--- src/spdif_regs.svh ---
// Register offsets, field positions, reset values and timing counts
`ifndef SPDIF_REGS_SVH
`define SPDIF_REGS_SVH
// ==========================================================
// Register offsets
`define LOCK_STATUS_ADDR 16'hf600
`define RX_CTRL_ADDR 16'hf601
`define RX_DECODE_ADDR 16'hf602
`define RX_COMPR_ADDR 16'hf603
`define AUX_ENABLE_ADDR 16'hf608
`define RX_CS_LEFT_BASE 16'hf610
`define RX_CS_RIGHT_BASE 16'hf620
`define TX_ENABLE_ADDR 16'hf690
`define TX_CTRL_ADDR 16'hf691
`define TX_AUXSRC_ADDR 16'hf69f
`define TX_CS_LEFT_BASE 16'hf6a0
`define TX_CS_RIGHT_BASE 16'hf6b0
`define CS_WORDS 4'hc
// ==========================================================
// Field positions and reset values
`define AUX_FIELD_MSB 3
`define WORD_LEN_24 2'h0
`define WORD_LEN_20 2'h1
`define WORD_LEN_16 2'h2
`define CTRL_RESET 16'h0000
// ==========================================================
// Timing
`define CLK_PERIOD_NS 5
`define RX_TIMEOUT_NS 4000
`define RX_TIMEOUT_CYC (`RX_TIMEOUT_NS / `CLK_PERIOD_NS)
`define LOCK_SUBFRAMES 3'h4
`define BLOCK_FRAMES 8'hc0
`define TDM_HALF_STEPS 15'h0200
`define PRE_B 8'he8
`define PRE_M 8'he2
`define PRE_W 8'he4
`endif

--- src/spdif_pkg.sv ---
// Types shared by the receiver and top
package spdif_pkg;
  typedef enum logic [1:0] {PRE_B_T, PRE_M_T, PRE_W_T} preamble_type;
  typedef enum {RX_HUNT, RX_PRE, RX_BITS} rx_state_type;
  typedef logic [1:0] word_len_type;
endpackage

--- src/subframe_if.sv ---
// Carrier for one decoded subframe from the line decoder to the top
`timescale 1ns/1ps
interface subframe_if;
  logic valid;
  logic isLeft;
  logic blockStart;
  logic [23:0] audio;
  logic vBit;
  logic uBit;
  logic cBit;
  logic pBit;
  logic locked;
  modport source (output valid, isLeft, blockStart, audio, vBit, uBit, cBit, pBit, locked);
  modport sink (input valid, isLeft, blockStart, audio, vBit, uBit, cBit, pBit, locked);
endinterface

--- src/spdif_bmc_rx.sv ---
// Biphase-mark line decoder with all-digital pulse-width clock recovery
`timescale 1ns/1ps
`include "spdif_regs.svh"
module spdif_bmc_rx (
  // Clock and reset
  input wire logic clk,
  input wire logic rst_n,
  // Synchronised line level
  input wire logic lineIn,
  // Decoded subframes
  subframe_if.source sf
);
  logic lineD_r;
  logic [11:0] cnt_r;
  logic [11:0] unit_r;
  logic [11:0] len;
  logic edgeSeen;
  logic isShort;
  logic isMid;
  logic timeout;
  logic [1:0] cls;
  spdif_pkg::rx_state_type state_r;
  logic [3:0] units_r;
  logic [3:0] unitsSum;
  logic firstPre_r;
  spdif_pkg::preamble_type pre_r;
  logic half_r;
  logic [4:0] bitCnt_r;
  logic [27:0] shift_r;
  logic [2:0] good_r;
  logic parityOk;

  // ==========================================================
  // Pulse measurement and classification
  assign edgeSeen = lineIn ^ lineD_r;
  assign len = cnt_r + 12'h001;
  assign isShort = {len, 1'b0} < (unit_r * 3'h3);
  assign isMid = {len, 1'b0} < (unit_r * 3'h5);
  assign cls = isShort ? 2'h1 : (isMid ? 2'h2 : 2'h3);
  assign timeout = cnt_r >= 12'(`RX_TIMEOUT_CYC);
  assign unitsSum = units_r + {2'h0, cls};
  assign parityOk = ~^shift_r;

  always_ff @(posedge clk)
    if (!rst_n || edgeSeen)
      cnt_r <= 12'h000;
    else if (!timeout)
      cnt_r <= cnt_r + 12'h001;

  always_ff @(posedge clk)
    if (!rst_n)
      lineD_r <= 1'b0;
    else
      lineD_r <= lineIn;

  // Unit tracks the shortest pulse; long runs pull it up so any rate re-acquires
  always_ff @(posedge clk)
    if (!rst_n || timeout)
      unit_r <= 12'hfff;
    else if (edgeSeen)
    begin
      if (len < unit_r)
        unit_r <= len;
      else if (cls == 2'h1)
        unit_r <= 12'((unit_r * 3'h3 + len) >> 2);
      else if (len > {unit_r[9:0], 2'h0})
        unit_r <= len >> 1;
    end

  // ==========================================================
  // Preamble and data cell decoding
  always_ff @(posedge clk)
  begin
    if (!rst_n || timeout)
    begin
      state_r <= spdif_pkg::RX_HUNT;
      good_r <= 3'h0;
      sf.valid <= 1'b0;
      sf.locked <= 1'b0;
      units_r <= 4'h0;
      firstPre_r <= 1'b0;
      pre_r <= spdif_pkg::PRE_M_T;
      half_r <= 1'b0;
      bitCnt_r <= 5'h0;
      shift_r <= 28'h0;
      sf.isLeft <= 1'b0;
      sf.blockStart <= 1'b0;
      sf.audio <= 24'h0;
      {sf.pBit, sf.cBit, sf.uBit, sf.vBit} <= 4'h0;
    end
    else
    begin
      sf.valid <= 1'b0;
      if (edgeSeen)
        unique case (state_r)
          spdif_pkg::RX_HUNT:
            if (cls == 2'h3)
            begin
              state_r <= spdif_pkg::RX_PRE;
              units_r <= 4'h3;
              firstPre_r <= 1'b1;
            end
          spdif_pkg::RX_PRE:
          begin
            firstPre_r <= 1'b0;
            units_r <= unitsSum;
            if (firstPre_r)
              pre_r <= (cls == 2'h1) ? spdif_pkg::PRE_B_T :
                       (cls == 2'h2) ? spdif_pkg::PRE_W_T : spdif_pkg::PRE_M_T;
            if (unitsSum == 4'h8)
            begin
              state_r <= spdif_pkg::RX_BITS;
              bitCnt_r <= 5'h0;
              half_r <= 1'b0;
            end
            else if (unitsSum > 4'h8)
            begin
              state_r <= spdif_pkg::RX_HUNT;
              good_r <= 3'h0;
              sf.locked <= 1'b0;
            end
          end
          spdif_pkg::RX_BITS:
            if (cls == 2'h3 || (cls == 2'h2 && half_r))
            begin
              state_r <= spdif_pkg::RX_HUNT;
              good_r <= 3'h0;
              sf.locked <= 1'b0;
            end
            else if (cls == 2'h1 && !half_r)
              half_r <= 1'b1;
            else
            begin
              half_r <= 1'b0;
              shift_r <= {cls == 2'h1, shift_r[27:1]};
              bitCnt_r <= bitCnt_r + 5'h1;
              if (bitCnt_r == 5'h1b)
                state_r <= spdif_pkg::RX_HUNT;
            end
        endcase
      // Word complete: checked on the cycle after the last cell
      if (state_r == spdif_pkg::RX_HUNT && bitCnt_r == 5'h1c)
      begin
        bitCnt_r <= 5'h0;
        if (parityOk)
        begin
          sf.valid <= 1'b1;
          sf.isLeft <= pre_r != spdif_pkg::PRE_W_T;
          sf.blockStart <= pre_r == spdif_pkg::PRE_B_T;
          sf.audio <= shift_r[23:0];
          {sf.pBit, sf.cBit, sf.uBit, sf.vBit} <= shift_r[27:24];
          if (good_r != `LOCK_SUBFRAMES)
            good_r <= good_r + 3'h1;
          else
            sf.locked <= 1'b1;
        end
        else
        begin
          good_r <= 3'h0;
          sf.locked <= 1'b0;
        end
      end
    end
  end
endmodule // spdif_bmc_rx

--- src/spdif_bmc_tx.sv ---
// Biphase-mark line encoder, one frame per core sample strobe
`timescale 1ns/1ps
`include "spdif_regs.svh"
module spdif_bmc_tx (
  // Clock and reset
  input wire logic clk,
  input wire logic rst_n,
  // Core samples
  input wire logic enable,
  input wire logic strobe,
  input wire logic [23:0] leftIn,
  input wire logic [23:0] rightIn,
  // Non-audio bits for the frame being started
  input wire logic cBitL,
  input wire logic cBitR,
  input wire logic uBit,
  // Frame position and line
  output logic [7:0] frameIdx,
  output logic lineOut
);
  logic [17:0] perCnt_r;
  logic [10:0] halfLen_r;
  logic [10:0] halfTmr_r;
  logic [6:0] halfIdx_r;
  logic running_r;
  logic startLvl_r;
  logic [27:0] wordL_r;
  logic [27:0] wordR_r;
  logic blockFirst_r;
  logic tick;
  logic lvl0;
  logic [27:0] word;
  logic [7:0] pat;
  logic dataBit;
  logic nxt;
  logic [4:0] slot;

  // ==========================================================
  // Half-cell timing from the measured core sample period
  assign tick = running_r && halfTmr_r == 11'h000;
  assign slot = halfIdx_r[5:1];
  assign lvl0 = (halfIdx_r[5:0] == 6'h00) ? lineOut : startLvl_r;
  assign word = halfIdx_r[6] ? wordR_r : wordL_r;
  assign pat = halfIdx_r[6] ? `PRE_W : (blockFirst_r ? `PRE_B : `PRE_M);
  assign dataBit = word[5'(slot - 5'h4)];
  assign nxt = (slot < 5'h4) ? (pat[3'h7 - halfIdx_r[2:0]] ^ lvl0) :
               (!halfIdx_r[0] ? ~lineOut : (dataBit ? ~lineOut : lineOut));

  always_ff @(posedge clk)
    if (!rst_n || strobe)
      perCnt_r <= 18'h0;
    else if (perCnt_r != 18'h3ffff)
      perCnt_r <= perCnt_r + 18'h1;

  // One frame carries 128 half cells at the core rate
  always_ff @(posedge clk)
    if (!rst_n)
      halfLen_r <= 11'h001;
    else if (strobe)
      halfLen_r <= (perCnt_r[17:7] == 11'h0) ? 11'h001 : perCnt_r[17:7];

  // ==========================================================
  // Frame sequencing
  always_ff @(posedge clk)
  begin
    if (!rst_n)
    begin
      running_r <= 1'b0;
      halfTmr_r <= 11'h000;
      halfIdx_r <= 7'h00;
      lineOut <= 1'b0;
      startLvl_r <= 1'b0;
      frameIdx <= 8'h00;
      blockFirst_r <= 1'b0;
      wordL_r <= 28'h0;
      wordR_r <= 28'h0;
    end
    else if (strobe && enable)
    begin
      running_r <= 1'b1;
      halfTmr_r <= 11'h000;
      halfIdx_r <= 7'h00;
      blockFirst_r <= frameIdx == 8'h00;
      frameIdx <= (frameIdx == `BLOCK_FRAMES - 8'h01) ? 8'h00 : frameIdx + 8'h01;
      // Even parity over slots 4..31 so each subframe ends on its start level
      wordL_r <= {^{cBitL, uBit, leftIn}, cBitL, uBit, 1'b0, leftIn};
      wordR_r <= {^{cBitR, uBit, rightIn}, cBitR, uBit, 1'b0, rightIn};
    end
    else if (tick)
    begin
      lineOut <= nxt;
      if (halfIdx_r[5:0] == 6'h00)
        startLvl_r <= lineOut;
      halfIdx_r <= halfIdx_r + 7'h01;
      halfTmr_r <= halfLen_r - 11'h001;
      if (halfIdx_r == 7'h7f)
        running_r <= 1'b0;
    end
    else if (running_r)
      halfTmr_r <= halfTmr_r - 11'h001;
  end
endmodule // spdif_bmc_tx

--- src/spdif_rx_tx_aux_tdm.sv ---
// S/PDIF receiver, transmitter and auxiliary eight-slot TDM output
// Contract
// - Receiver decodes two channels from one biphase-mark input pin.
// - Transmitter sends two channels biphase-mark coded on one output pin.
// - Receive and transmit word length independently select 16, 20 or 24 bits.
// - Receiver decodes any sample rate from 18 kHz to 192 kHz.
// - Only the consumer channel format is handled.
// - Receiver stores user, status, validity, frame clock and block start in registers.
// - Clock recovery is fully digital and tolerates the stated jitter.
// - Transmitter takes two core channels and sends frames at core rate.
// - Transmitted non-audio bits come from receiver copy or transmit registers; here only status bits do, user is receiver copy or 0, validity is 0.
// - Aux field nonzero sends received data as eight-slot TDM frame.
// - In aux mode recovered bit and frame clocks are driven as master.
// - Bit clock is 256 times sample rate; frame clock 50% duty.
// - Slots 0 and 4: eight zeros then 24-bit left or right audio.
// - Slots 1 and 5: 28 zeros then parity, validity, user, status.
// - Slot 2: 30 zeros, compression type bit, audio type bit.
// - Slots 3 and 6 empty; slot 7: 31 zeros then block start.
// - Lock state is readable in the lock status register.
`timescale 1ns/1ps
`include "spdif_regs.svh"
module spdif_rx_tx_aux_tdm (
  // Clock and reset
  input wire logic clk,
  input wire logic rst_n,
  // Line pins
  input wire logic rxLinePin,
  output logic txLinePin,
  // Auxiliary TDM pins
  output logic outputBitClockPin,
  output logic outputBitClockOe,
  output logic outputFrameClockPin,
  output logic outputFrameClockOe,
  output logic auxDataPin,
  // Core side
  input wire logic txStrobe,
  input wire logic [23:0] txLeft,
  input wire logic [23:0] txRight,
  output logic rxStrobe,
  output logic [23:0] rxLeft,
  output logic [23:0] rxRight,
  // Control port
  input wire logic regWr,
  input wire logic regRd,
  input wire logic [15:0] regAddr,
  input wire logic [15:0] regWdata,
  output logic [15:0] regRdata,
  output logic regRdValid
);
  subframe_if sf ();
  logic rxMeta_r;
  logic rxSync_r;
  spdif_pkg::word_len_type rxWordLen_r;
  spdif_pkg::word_len_type txWordLen_r;
  logic [3:0] auxOutputSelect_r;
  logic txEn_r;
  logic txAuxSrc_r;
  logic comprType_r;
  logic [15:0] rxCsL [12];
  logic [15:0] rxCsR [12];
  logic [15:0] txCsL [12];
  logic [15:0] txCsR [12];
  logic [7:0] rxFrm_r;
  logic [3:0] bitsL_r;
  logic [3:0] bitsR_r;
  logic blockSeen_r;
  logic lastU_r;
  logic [13:0] perCnt_r;
  logic [13:0] per_r;
  logic [13:0] acc_r;
  logic [7:0] bitCnt_r;
  logic [23:0] snapL_r;
  logic [23:0] snapR_r;
  logic [3:0] snapBL_r;
  logic [3:0] snapBR_r;
  logic [1:0] snapType_r;
  logic snapBlock_r;
  logic [7:0] txFrame;
  logic txLine;

  // ==========================================================
  // Pin synchroniser and line codecs
  always_ff @(posedge clk)
    if (!rst_n)
    begin
      rxMeta_r <= 1'b0;
      rxSync_r <= 1'b0;
    end
    else
    begin
      rxMeta_r <= rxLinePin;
      rxSync_r <= rxMeta_r;
    end

  spdif_bmc_rx u_rx (
    .clk(clk),
    .rst_n(rst_n),
    .lineIn(rxSync_r),
    .sf(sf.source)
  );

  wire [3:0] txWord = txFrame[7:4];
  wire [3:0] txBit = txFrame[3:0];
  wire txCbitL = txAuxSrc_r ? rxCsL[txWord][txBit] : txCsL[txWord][txBit];
  wire txCbitR = txAuxSrc_r ? rxCsR[txWord][txBit] : txCsR[txWord][txBit];
  wire txUbit = txAuxSrc_r & lastU_r;

  spdif_bmc_tx u_tx (
    .clk(clk),
    .rst_n(rst_n),
    .enable(txEn_r),
    .strobe(txStrobe),
    .leftIn(maskLen(txLeft, txWordLen_r)),
    .rightIn(maskLen(txRight, txWordLen_r)),
    .cBitL(txCbitL),
    .cBitR(txCbitR),
    .uBit(txUbit),
    .frameIdx(txFrame),
    .lineOut(txLine)
  );

  always_ff @(posedge clk)
    if (!rst_n)
      txLinePin <= 1'b0;
    else
      txLinePin <= txEn_r & txLine;

  // Clear the low bits that a shorter word does not carry
  function automatic logic [23:0] maskLen(input logic [23:0] w, input logic [1:0] len);
    unique case (len)
      `WORD_LEN_20: maskLen = {w[23:4], 4'h0};
      `WORD_LEN_16: maskLen = {w[23:8], 8'h00};
      default: maskLen = w;
    endcase
  endfunction

  // ==========================================================
  // Received subframe capture
  wire rxTake = sf.valid && sf.locked;
  wire [7:0] rxFrmNow = sf.blockStart ? 8'h00 : rxFrm_r;

  always_ff @(posedge clk)
  begin
    rxStrobe <= 1'b0;
    if (!rst_n)
    begin
      rxFrm_r <= 8'h00;
      rxLeft <= 24'h0;
      rxRight <= 24'h0;
      bitsL_r <= 4'h0;
      bitsR_r <= 4'h0;
      blockSeen_r <= 1'b0;
      lastU_r <= 1'b0;
    end
    else if (rxTake)
    begin
      lastU_r <= sf.uBit;
      if (sf.isLeft)
      begin
        rxLeft <= maskLen(sf.audio, rxWordLen_r);
        bitsL_r <= {sf.pBit, sf.vBit, sf.uBit, sf.cBit};
        blockSeen_r <= sf.blockStart;
        rxFrm_r <= rxFrmNow;
        rxCsL[rxFrmNow[7:4]][rxFrmNow[3:0]] <= sf.cBit;
      end
      else
      begin
        // Right half closes the frame: the virtual frame clock edge
        rxRight <= maskLen(sf.audio, rxWordLen_r);
        bitsR_r <= {sf.pBit, sf.vBit, sf.uBit, sf.cBit};
        rxCsR[rxFrm_r[7:4]][rxFrm_r[3:0]] <= sf.cBit;
        rxStrobe <= 1'b1;
        rxFrm_r <= (rxFrm_r == `BLOCK_FRAMES - 8'h01) ? 8'h00 : rxFrm_r + 8'h01;
      end
    end
  end

  // ==========================================================
  // Recovered sample period and bit clock synthesis
  wire auxOn = auxOutputSelect_r != 4'h0;
  wire leftTick = rxTake && sf.isLeft;
  wire [14:0] accSum = {1'b0, acc_r} + `TDM_HALF_STEPS;
  wire accWrap = accSum >= {1'b0, per_r};
  wire fallEdge = accWrap && outputBitClockPin;
  wire [7:0] bitNext = bitCnt_r + 8'h01;

  always_ff @(posedge clk)
    if (!rst_n || leftTick)
      perCnt_r <= 14'h0;
    else if (perCnt_r != 14'h3fff)
      perCnt_r <= perCnt_r + 14'h1;

  always_ff @(posedge clk)
    if (!rst_n)
      per_r <= 14'h3fff;
    else if (leftTick)
      per_r <= perCnt_r + 14'h1;

  // 512 half periods per sample period, spread evenly by the accumulator
  always_ff @(posedge clk)
    if (!rst_n || !auxOn || !sf.locked)
    begin
      acc_r <= 14'h0;
      outputBitClockPin <= 1'b0;
      outputFrameClockPin <= 1'b0;
      bitCnt_r <= 8'hff;
      auxDataPin <= 1'b0;
    end
    else if (accWrap)
    begin
      acc_r <= 14'(accSum - {1'b0, per_r});
      outputBitClockPin <= ~outputBitClockPin;
      if (fallEdge)
      begin
        bitCnt_r <= bitNext;
        outputFrameClockPin <= bitNext[7];
        auxDataPin <= slotBit(bitNext);
      end
    end
    else
      acc_r <= accSum[13:0];

  always_ff @(posedge clk)
    if (!rst_n)
    begin
      outputBitClockOe <= 1'b0;
      outputFrameClockOe <= 1'b0;
    end
    else
    begin
      outputBitClockOe <= auxOn;
      outputFrameClockOe <= auxOn;
    end

  // Fields are frozen for a whole TDM frame so a slot never tears
  always_ff @(posedge clk)
    if (!rst_n)
    begin
      snapL_r <= 24'h0;
      snapR_r <= 24'h0;
      snapBL_r <= 4'h0;
      snapBR_r <= 4'h0;
      snapType_r <= 2'h0;
      snapBlock_r <= 1'b0;
    end
    else if (fallEdge && bitNext == 8'h00)
    begin
      snapL_r <= rxLeft;
      snapR_r <= rxRight;
      snapBL_r <= bitsL_r;
      snapBR_r <= bitsR_r;
      snapType_r <= {comprType_r, rxCsL[0][1]};
      snapBlock_r <= blockSeen_r;
    end

  function automatic logic slotBit(input logic [7:0] pos);
    logic [31:0] w;
    w = 32'h0;
    unique case (pos[7:5])
      3'h0: w = {8'h00, snapL_r};
      3'h1: w = {28'h0, snapBL_r};
      3'h2: w = {30'h0, snapType_r};
      3'h4: w = {8'h00, snapR_r};
      3'h5: w = {28'h0, snapBR_r};
      3'h7: w = {31'h0, snapBlock_r};
      default: w = 32'h0;
    endcase
    slotBit = w[5'h1f - pos[4:0]];
  endfunction

  // ==========================================================
  // Control registers
  wire inRxCsL = regAddr[15:4] == `RX_CS_LEFT_BASE >> 4 && regAddr[3:0] < `CS_WORDS;
  wire inRxCsR = regAddr[15:4] == `RX_CS_RIGHT_BASE >> 4 && regAddr[3:0] < `CS_WORDS;
  wire inTxCsL = regAddr[15:4] == `TX_CS_LEFT_BASE >> 4 && regAddr[3:0] < `CS_WORDS;
  wire inTxCsR = regAddr[15:4] == `TX_CS_RIGHT_BASE >> 4 && regAddr[3:0] < `CS_WORDS;
  wire [15:0] rdMux =
    (regAddr == `LOCK_STATUS_ADDR) ? {15'h0, sf.locked} :
    (regAddr == `RX_CTRL_ADDR) ? {14'h0, rxWordLen_r} :
    (regAddr == `RX_DECODE_ADDR) ? {7'h0, blockSeen_r, bitsR_r, bitsL_r} :
    (regAddr == `RX_COMPR_ADDR) ? {14'h0, comprType_r, rxCsL[0][1]} :
    (regAddr == `AUX_ENABLE_ADDR) ? {12'h0, auxOutputSelect_r} :
    (regAddr == `TX_ENABLE_ADDR) ? {15'h0, txEn_r} :
    (regAddr == `TX_CTRL_ADDR) ? {14'h0, txWordLen_r} :
    (regAddr == `TX_AUXSRC_ADDR) ? {15'h0, txAuxSrc_r} :
    inRxCsL ? rxCsL[regAddr[3:0]] :
    inRxCsR ? rxCsR[regAddr[3:0]] :
    inTxCsL ? txCsL[regAddr[3:0]] :
    inTxCsR ? txCsR[regAddr[3:0]] : 16'h0000;

  always_ff @(posedge clk)
    if (!rst_n)
    begin
      regRdata <= `CTRL_RESET;
      regRdValid <= 1'b0;
      rxWordLen_r <= `WORD_LEN_24;
      txWordLen_r <= `WORD_LEN_24;
      auxOutputSelect_r <= 4'h0;
      txEn_r <= 1'b0;
      txAuxSrc_r <= 1'b0;
      comprType_r <= 1'b0;
    end
    else
    begin
      regRdValid <= regRd;
      regRdata <= regRd ? rdMux : regRdata;
      if (regWr)
      begin
        if (regAddr == `RX_CTRL_ADDR)
          rxWordLen_r <= regWdata[1:0];
        if (regAddr == `TX_CTRL_ADDR)
          txWordLen_r <= regWdata[1:0];
        if (regAddr == `AUX_ENABLE_ADDR)
          auxOutputSelect_r <= regWdata[`AUX_FIELD_MSB:0];
        if (regAddr == `TX_ENABLE_ADDR)
          txEn_r <= regWdata[0];
        if (regAddr == `TX_AUXSRC_ADDR)
          txAuxSrc_r <= regWdata[0];
        if (regAddr == `RX_COMPR_ADDR)
          comprType_r <= regWdata[1];
        if (inTxCsL)
          txCsL[regAddr[3:0]] <= regWdata;
        if (inTxCsR)
          txCsR[regAddr[3:0]] <= regWdata;
      end
    end
endmodule // spdif_rx_tx_aux_tdm

--- config.mk ---
export PLATFORM = sky130hd
export DESIGN_NAME = spdif_rx_tx_aux_tdm
export DESIGN_NICKNAME = d
export VERILOG_FILES = /design/src/spdif_pkg.sv /design/src/subframe_if.sv /design/src/spdif_bmc_rx.sv /design/src/spdif_bmc_tx.sv /design/src/spdif_rx_tx_aux_tdm.sv
export VERILOG_INCLUDE_DIRS = /design/src
export SDC_FILE = /design/constraint.sdc
export NUM_CORES = 2
export LEC_CHECK = 0
export ABC_AREA = 1
export ABC_CLOCK_PERIOD_IN_PS = 6600
export BUFFER_PORTS_ARGS = -buffer_cell sky130_fd_sc_hd__buf_2
export CAP_MARGIN = 20
export CORE_MARGIN = 2
export CORE_UTILIZATION = 57
export DETAILED_ROUTE_END_ITERATION = 16
export GPL_ROUTABILITY_DRIVEN = 0
export PLACE_DENSITY = 0.77
export SLEW_MARGIN = 20
export SYNTH_ARGS = -nofsm -noshare
export SYNTH_HDL_FRONTEND = slang
export SYNTH_SLANG_ARGS = --single-unit
--- constraint.sdc ---
create_clock -name clk -period 6.6 [get_ports clk]
set_input_delay 1.32 -clock clk [delete_from_list [all_inputs] [get_ports clk]]
set_output_delay 1.32 -clock clk [all_outputs]
set_load 0.01 [all_outputs]
=== Yosys cells after proc, flatten, opt, wreduce, memory -nomap -nowiden ===
Memory sizes are Yosys's and may differ from the RTL's. A register that Yosys moved wholly into a read port is not among the register bits.
Cells that the tools add are included.
W data, S select, Z words.

* Flip-flop bits (word level): 457
* Memory bits (writable): 768
* Input port bits: 86
* Output and inout bits: 72
* Word-level logic and storage cells: 354
* Memories: 4

{| class="wikitable"
|+ Memories
! name !! depth !! bits a word !! read ports !! clocked after Yosys merged registers in !! wr ports !! RTL line !! RTL
|-
| rxCsL || 12 || 16 || 3 || 1 || 1 || spdif_rx_tx_aux_tdm.sv:59 || <nowiki>logic [15:0] rxCsL [12];</nowiki>
|-
| rxCsR || 12 || 16 || 2 || 1 || 1 || spdif_rx_tx_aux_tdm.sv:60 || <nowiki>logic [15:0] rxCsR [12];</nowiki>
|-
| txCsL || 12 || 16 || 2 || 1 || 1 || spdif_rx_tx_aux_tdm.sv:61 || <nowiki>logic [15:0] txCsL [12];</nowiki>
|-
| txCsR || 12 || 16 || 2 || 1 || 1 || spdif_rx_tx_aux_tdm.sv:62 || <nowiki>logic [15:0] txCsR [12];</nowiki>
|}

* Add/sub/neg operators: 18
* Multipliers: 3
* $lt $le $gt $ge: 17
* Equal/unequal tests: 44
* Muxes and demuxes: 124
* Bitwise operators: 12
* Reduce and logical (&&, ||, !) cells: 68

{| class="wikitable"
|+ Operator list
! operator !! count
|-
| $mux W32 || 9
|-
| $mux W16 || 14
|-
| $pmux W24 S6 || 1
|-
| $eq A16 B16 Y1 const B || 8
|-
| $pmux W32 S3 || 1
|-
| $logic_not A32 Y1 || 2
|-
| $reduce_xor A26 Y1 || 2
|-
| $eq A12 B12 Y1 const B || 4
|-
| $pmux W8 S2 || 3
|-
| $mux W1 || 45
|-
| $mux W4 || 10
|-
| $mux W8 || 5
|-
| $mux W12 || 3
|-
| $mux W11 || 3
|-
| $eq A32 B1 Y1 const B || 1
|-
| $eq A32 B2 Y1 const B || 1
|-
| $mux W28 || 1
|-
| $reduce_xnor A28 Y1 || 1
|-
| $lt A13 B13 Y1 || 2
|-
| $reduce_and A2 Y1 || 13
|-
| $add A8 B1 Y8 const B || 3
|-
| $logic_not A11 Y1 || 2
|-
| $sub A11 B1 Y11 const B || 2
|-
| $mux W3 || 7
|-
| 71 further kinds || 143
|}

=== Longest topological paths before layout ===
* Word-level depth: 14
* Mapped depth: 32
* Depth with buffers taken out: 32

=== Hierarchy ===
Synthesis repeated with hierarchy kept, for this count alone.

* Cells, all modules: 7042
* Area, all modules: 60884.6 um^2

{| class="wikitable"
|+ Modules (own cells, without submodules)
! module !! instances !! cells each !! area each (um^2) !! seq. area each (um^2)
|-
| spdif_rx_tx_aux_tdm || 1 || 5058 || 47267.8 || 27286.2
|-
| spdif_bmc_rx || 1 || 1133 || 7728.7 || 2062.0
|-
| spdif_bmc_tx || 1 || 851 || 5888.1 || 2242.2
|}

=== Least setup slack after synthesis ===
Ideal clock, no wire load.

* Path type: reg-to-reg
* From: reg u_rx.sf.cBit
* To: mem rxCsL[0][0] (data pin)
* Library setup time: 1188 ps
* Arrival time: 4983 ps
* Required time: 5412 ps
* Path slack: 428 ps
* Cell stages (with the launch flop): 1
* Buffers on the path: 0
* Clock period less this slack: 6172 ps
* Path through: dfxtp_1

{| class="wikitable"
|+ RTL lines
! element !! RTL line !! RTL
|-
| start, declared || subframe_if.sv:13 || <nowiki>modport source (output valid, isLeft, blockStart, audio, vBit, uBit, cBit, pBit, locked);</nowiki>
|-
| start signal, assigned || spdif_bmc_rx.sv:151 || <nowiki>{sf.pBit, sf.cBit, sf.uBit, sf.vBit} <= shift_r[27:24];</nowiki>
|-
| end, declared || spdif_rx_tx_aux_tdm.sv:59 ||
|}

Straight into the memory's write port.

=== Worst setup path after layout ===
* From: reg u_rx.unit_r[0]
* To: reg u_rx.bitCnt_r[4]

* Longest elaborated chain between the ends: 9
* Elaborated cells between the ends (all ways): 18
* Those cells by class: add/sub: 1; mul: 2; order compare: 2; eq/ne: 7; mux: 2; reduce/logical: 4

{| class="wikitable"
|+ Ends and longest elaborated chain
! element !! RTL line !! RTL
|-
| start, declared || spdif_bmc_rx.sv:15 || <nowiki>logic [11:0] unit_r;</nowiki>
|-
| start signal, assigned || spdif_bmc_rx.sv:63 || <nowiki>unit_r <= len;</nowiki>
|-
| start signal, assigned || spdif_bmc_rx.sv:65 || <nowiki>unit_r <= 12'((unit_r * 3'h3 + len) >> 2);</nowiki>
|-
| start signal, assigned || spdif_bmc_rx.sv:67 || <nowiki>unit_r <= len >> 1;</nowiki>
|-
| $mul A12 B3 Y13 || spdif_bmc_rx.sv:38 || <nowiki>assign isMid = {len, 1'b0} < (unit_r * 3'h5);</nowiki>
|-
| $lt A13 B13 Y1 || spdif_bmc_rx.sv:38 ||
|-
| $mux W1 || spdif_bmc_rx.sv:39 || <nowiki>assign cls = isShort ? 2'h1 : (isMid ? 2'h2 : 2'h3);</nowiki>
|-
| $mux W2 * || spdif_bmc_rx.sv:39 ||
|-
| parallel branches: the longest is 4 deep, another holds $add A4 B2 Y4 || - ||
|-
| $reduce_and A5 Y1 (no line) * || - ||
|-
| end signal, assigned || spdif_bmc_rx.sv:136 || <nowiki>bitCnt_r <= bitCnt_r + 5'h1;</nowiki>
|-
| end, declared || spdif_bmc_rx.sv:28 || <nowiki>logic [4:0] bitCnt_r;</nowiki>
|}

Mark *: on every way between the ends.
A chain may end at the register's enable or synchronous reset.

==> run_results.csv <==
group,metric,value,unit
critical_path,startpoint_type,"flop",
logic_synthesis,synthCells,6983,
critical_path,worst-path-stages,29,
detailed_routing,drtPass1Iterations,8,
sta,finalWorstSetupSlack,0.967,ns
logic_synthesis,post-synth-top-count-cell,"nand2_1",
logic_synthesis,synth_nets,7212,
power,cellPowerDensity,245,nW/um^2
die,die-area,108000,um^2
logic_synthesis,dominantRegCellSynth,"edfxtp_1",
clocking,holdBufCountCts,0,
detailed_routing,dr.first_iter.drc_count,7522,
clocking,path_clk_slew,0.06,ns
detailed_routing,via_per_inst,6.40,
detailed_routing,drt_wl_total,191000,um
critical_path,worst_path_most_repeated_cell,"nand2_1",
critical_path,crit_start,"u_rx.unit_r[0]",
critical_path,critical-path-slowest-cell,"dfxtp_1",
run,maxCapViolCount,0,
critical_path,critPathMaxStageDelay,0.47,ns
logic_synthesis,synth_commonest_cells,"1,239 x nand2_1, 925 x nor2_1, 768 x edfxtp_1, 655 x o21ai_0, 586 x nand3_1",
clocking,clock_path_buffers,3,
logic_synthesis,synth.cell_area,60200,um^2
sta,worst_slew_pin_slew,1.20,ns
clocking,ctsResizeCount,0,
sta,hold_violations,0,
logic_synthesis,synth_area_leader_cell,"edfxtp_1",
critical_path,reg2reg_from,"u_rx.unit_r[0]",
clocking,postCtsSetupBuffers,0,
critical_path,cp_max_fo,17,
die,die_x,329,um
logic_synthesis,ys_types,66,
logic_synthesis,seq_area_frac_synth,52.6,%
critical_path,crit_family,"adder cells",
logic_synthesis,ys_warn_count,0,
clocking,cts_tree,"built",
sta,rsz0062_at_grt,"no",
die,io_pins,158,
logic_synthesis,async_flop_share,0,%
critical_path,path_buf_inv,3,
sta,max_freq,178,MHz
detailed_routing,wl_per_cell,22.7,um
global_routing,grt_start_max_net_pins,267,
finish,drive_above_1_share,7.50,%
sta,finalClockSkew,0.0469,ns
clocking,cts_sinks,1198,
die,core_area,105000,um^2
logic_synthesis,avgSynthCellArea,8.63,um^2
sta,finalSetupTns,0,ns
place,dp.cells,8166,
place,portBuffers,157,
place,pre_cts_ws,1.04,ns
global_routing,grt_pass1_vias,50600,
finish,finalNetCount,7127,
global_routing,antenna_found_initial,4,
critical_path,cp-end-kind,"flop",
min_path,worstHoldStart,"rxMeta_r",
clocking,cts_buffers,120,
sta,fin_crit_sh,85.3,%
logic_synthesis,yosys-top-cells-area,"edfxtp_1 38%, dfxtp_1 14%, nand2_1 7.7%",
sta,finalSetupViolations,0,
critical_path,critPathKind,"flop to flop",
sta,maxSlewHeadroom,20.0,%
detailed_routing,vias,53700,
die,std_cell_rows,119,
critical_path,crit_path_end,"u_rx.bitCnt_r[4]",
critical_path,worst-r2r-setup-slack,0.97,ns
die,start_util,57.3,%
logic_synthesis,synth_edf_count,768,
power,vdd.ir_drop.worst,0.000230,V
power,p_leak,24.9,nW
global_routing,grt_usage,34.1,%
clocking,clock_latency,0.77,ns
detailed_routing,route.detailed.drc,0,
die,chipHeight,329,um
critical_path,regToRegEndpoint,"u_rx.bitCnt_r[4]",
critical_path,r2r_cells,29,
critical_path,arrival,6.26,ns
logic_synthesis,synth-seq-cells,1198,
global_routing,grt_first_pass_wirelength,287000,um
logic_synthesis,netlist.area_leader.share,38.3,%
critical_path,cp.required,7.22,ns
power,power,0.0161,W
place,hpwl,117000,um
finish,area_growth,9.10,%
sta,fin_crit,5.63,ns
min_path,hold_class,"flop to flop",
run_status,outcome,"finished, final reports clean",
global_routing,grt-ovfl-total,0,
detailed_routing,ant_nets,0,
sta,finalMaxSlewViolations,0,
clocking,htree_levels,3,
clocking,cts-root-buf,"clkbuf_16",
finish,nFillCells,8648,
finish,final-instance-count-excl-fill,8395,
==> placed cells by master, fill, tap and decap left out, drive strengths merged, types with 16 or more instances in the layout <==
master,Yosys,routed
edfxtp,768,768
a22o,16,16
o31ai,24,24
buf,236,236
inv,465,468
nor2,938,938
o22ai,414,414
o211ai,40,40
xnor2,72,72
clkbuf,207,156
nor3,58,58
xor2,80,80
nand2,1248,1248
ha,128,128
a21oi,371,371
o221ai,26,26
a22oi,25,25
clkinv,18,65
dfxtp,430,430
o21ai,695,695
nand4,40,40
nand3,588,588
==> cell type report <==
type | count | area (um^2) | area share [%]
Multi-Input combinational cell | 4859 | 24900 | 37.8
Tap cell | 1391 | 1740 | 2.65
Inverter | 483 | 1850 | 2.81
Timing Repair Buffer | 236 | 1480 | 2.25
Clock inverter | 69 | 818 | 1.24
Antenna cell | 3 | 7.51 | 0.0114
Sequential cell | 1198 | 31700 | 48.2
Clock buffer | 156 | 3280 | 5.00
==> through the flow <==
stage	util (%)	hold WS [ns]	instance area, um^2
after floorplan	-	0.390	60200
after global placement	58.6	0.408	61600
after detailed placement	58.6	0.415	61600
after CTS	62.5	0.432	65700
after global routing	62.5	0.449	65700
final	62.5	0.425	65700
==> metal layers <==
metal  vias to the layer above  global-route usage, %  routed length, um
met2                      3652                   53.8              86000
met3                       813                   8.18              24200
li1                      24100                      -                  -
met5                         -                      0                 14
met4                         2                   20.3              12700
met1                     25200                   42.8              68000
==> state kept, by name (all words and copies together), names as in the netlist, 18 cells and up, named ones only <==
register and cells:
rxCsL 192, rxCsR 192, rxLeft 24, rxRight 24
snapL_r 24, snapR_r 24, txCsL 192, txCsR 192
u_rx.sf.audio 24, u_rx.shift_r 28, u_tx.perCnt_r 18, u_tx.wordL_r 27
u_tx.wordR_r 26
==> worst reg2reg max path, delay by kind of cell (launching register included) <==
| family | cells | cell delay [ns] |
|---|---|---|
| AO/OA/AOI/OAI | 7 | 1.30 |
| adder cells (fa/ha/maj) | 5 | 1.57 |
| XOR/XNOR | 2 | 0.32 |
| flip-flops | 1 | 0.47 |
| AND/OR/NAND/NOR | 12 | 1.38 |
| buffers and inverters | 3 | 0.45 |
==> how the worst min path moves through the flow <==
stage / endpoint / cells after the start / slack, ns
2_1_floorplan: rxSync_r / 2 / 0.39
3_3_place_gp: rxSync_r / 2 / 0.41
3_5_place_dp: rxSync_r / 2 / 0.42
4_1_cts: rxSync_r / 2 / 0.43
5_1_grt: rxSync_r / 2 / 0.45
6_report: rxSync_r / 2 / 0.42
==> where the power goes <==
part / internal (W) / total, W / switching (W)
Sequential: 0.00793 / 0.00794 / 0.0000145
Combinational: 0.000328 / 0.00101 / 0.000680
Clock: 0.00411 / 0.00714 / 0.00303
==> logic make-up (layout without fill, tap and decap cells) <==
| logic type | after synthesis | in the layout | synth area share [%] |
|---|---|---|---|
| buffers and inverters | 926 | 944 | 6.43 |
| adder cells (fa/ha/maj) | 143 | 143 | 3.16 |
| AND/OR/NAND/NOR | 2898 | 2898 | 20.0 |
| other | 0 | 3 | 0 |
| AO/OA/AOI/OAI | 1662 | 1662 | 15.5 |
| flip-flops | 1198 | 1198 | 52.6 |
| multiplexers | 4 | 4 | 0.0665 |
| XOR/XNOR | 152 | 152 | 2.22 |
Power figures use the tool's default switching activity.
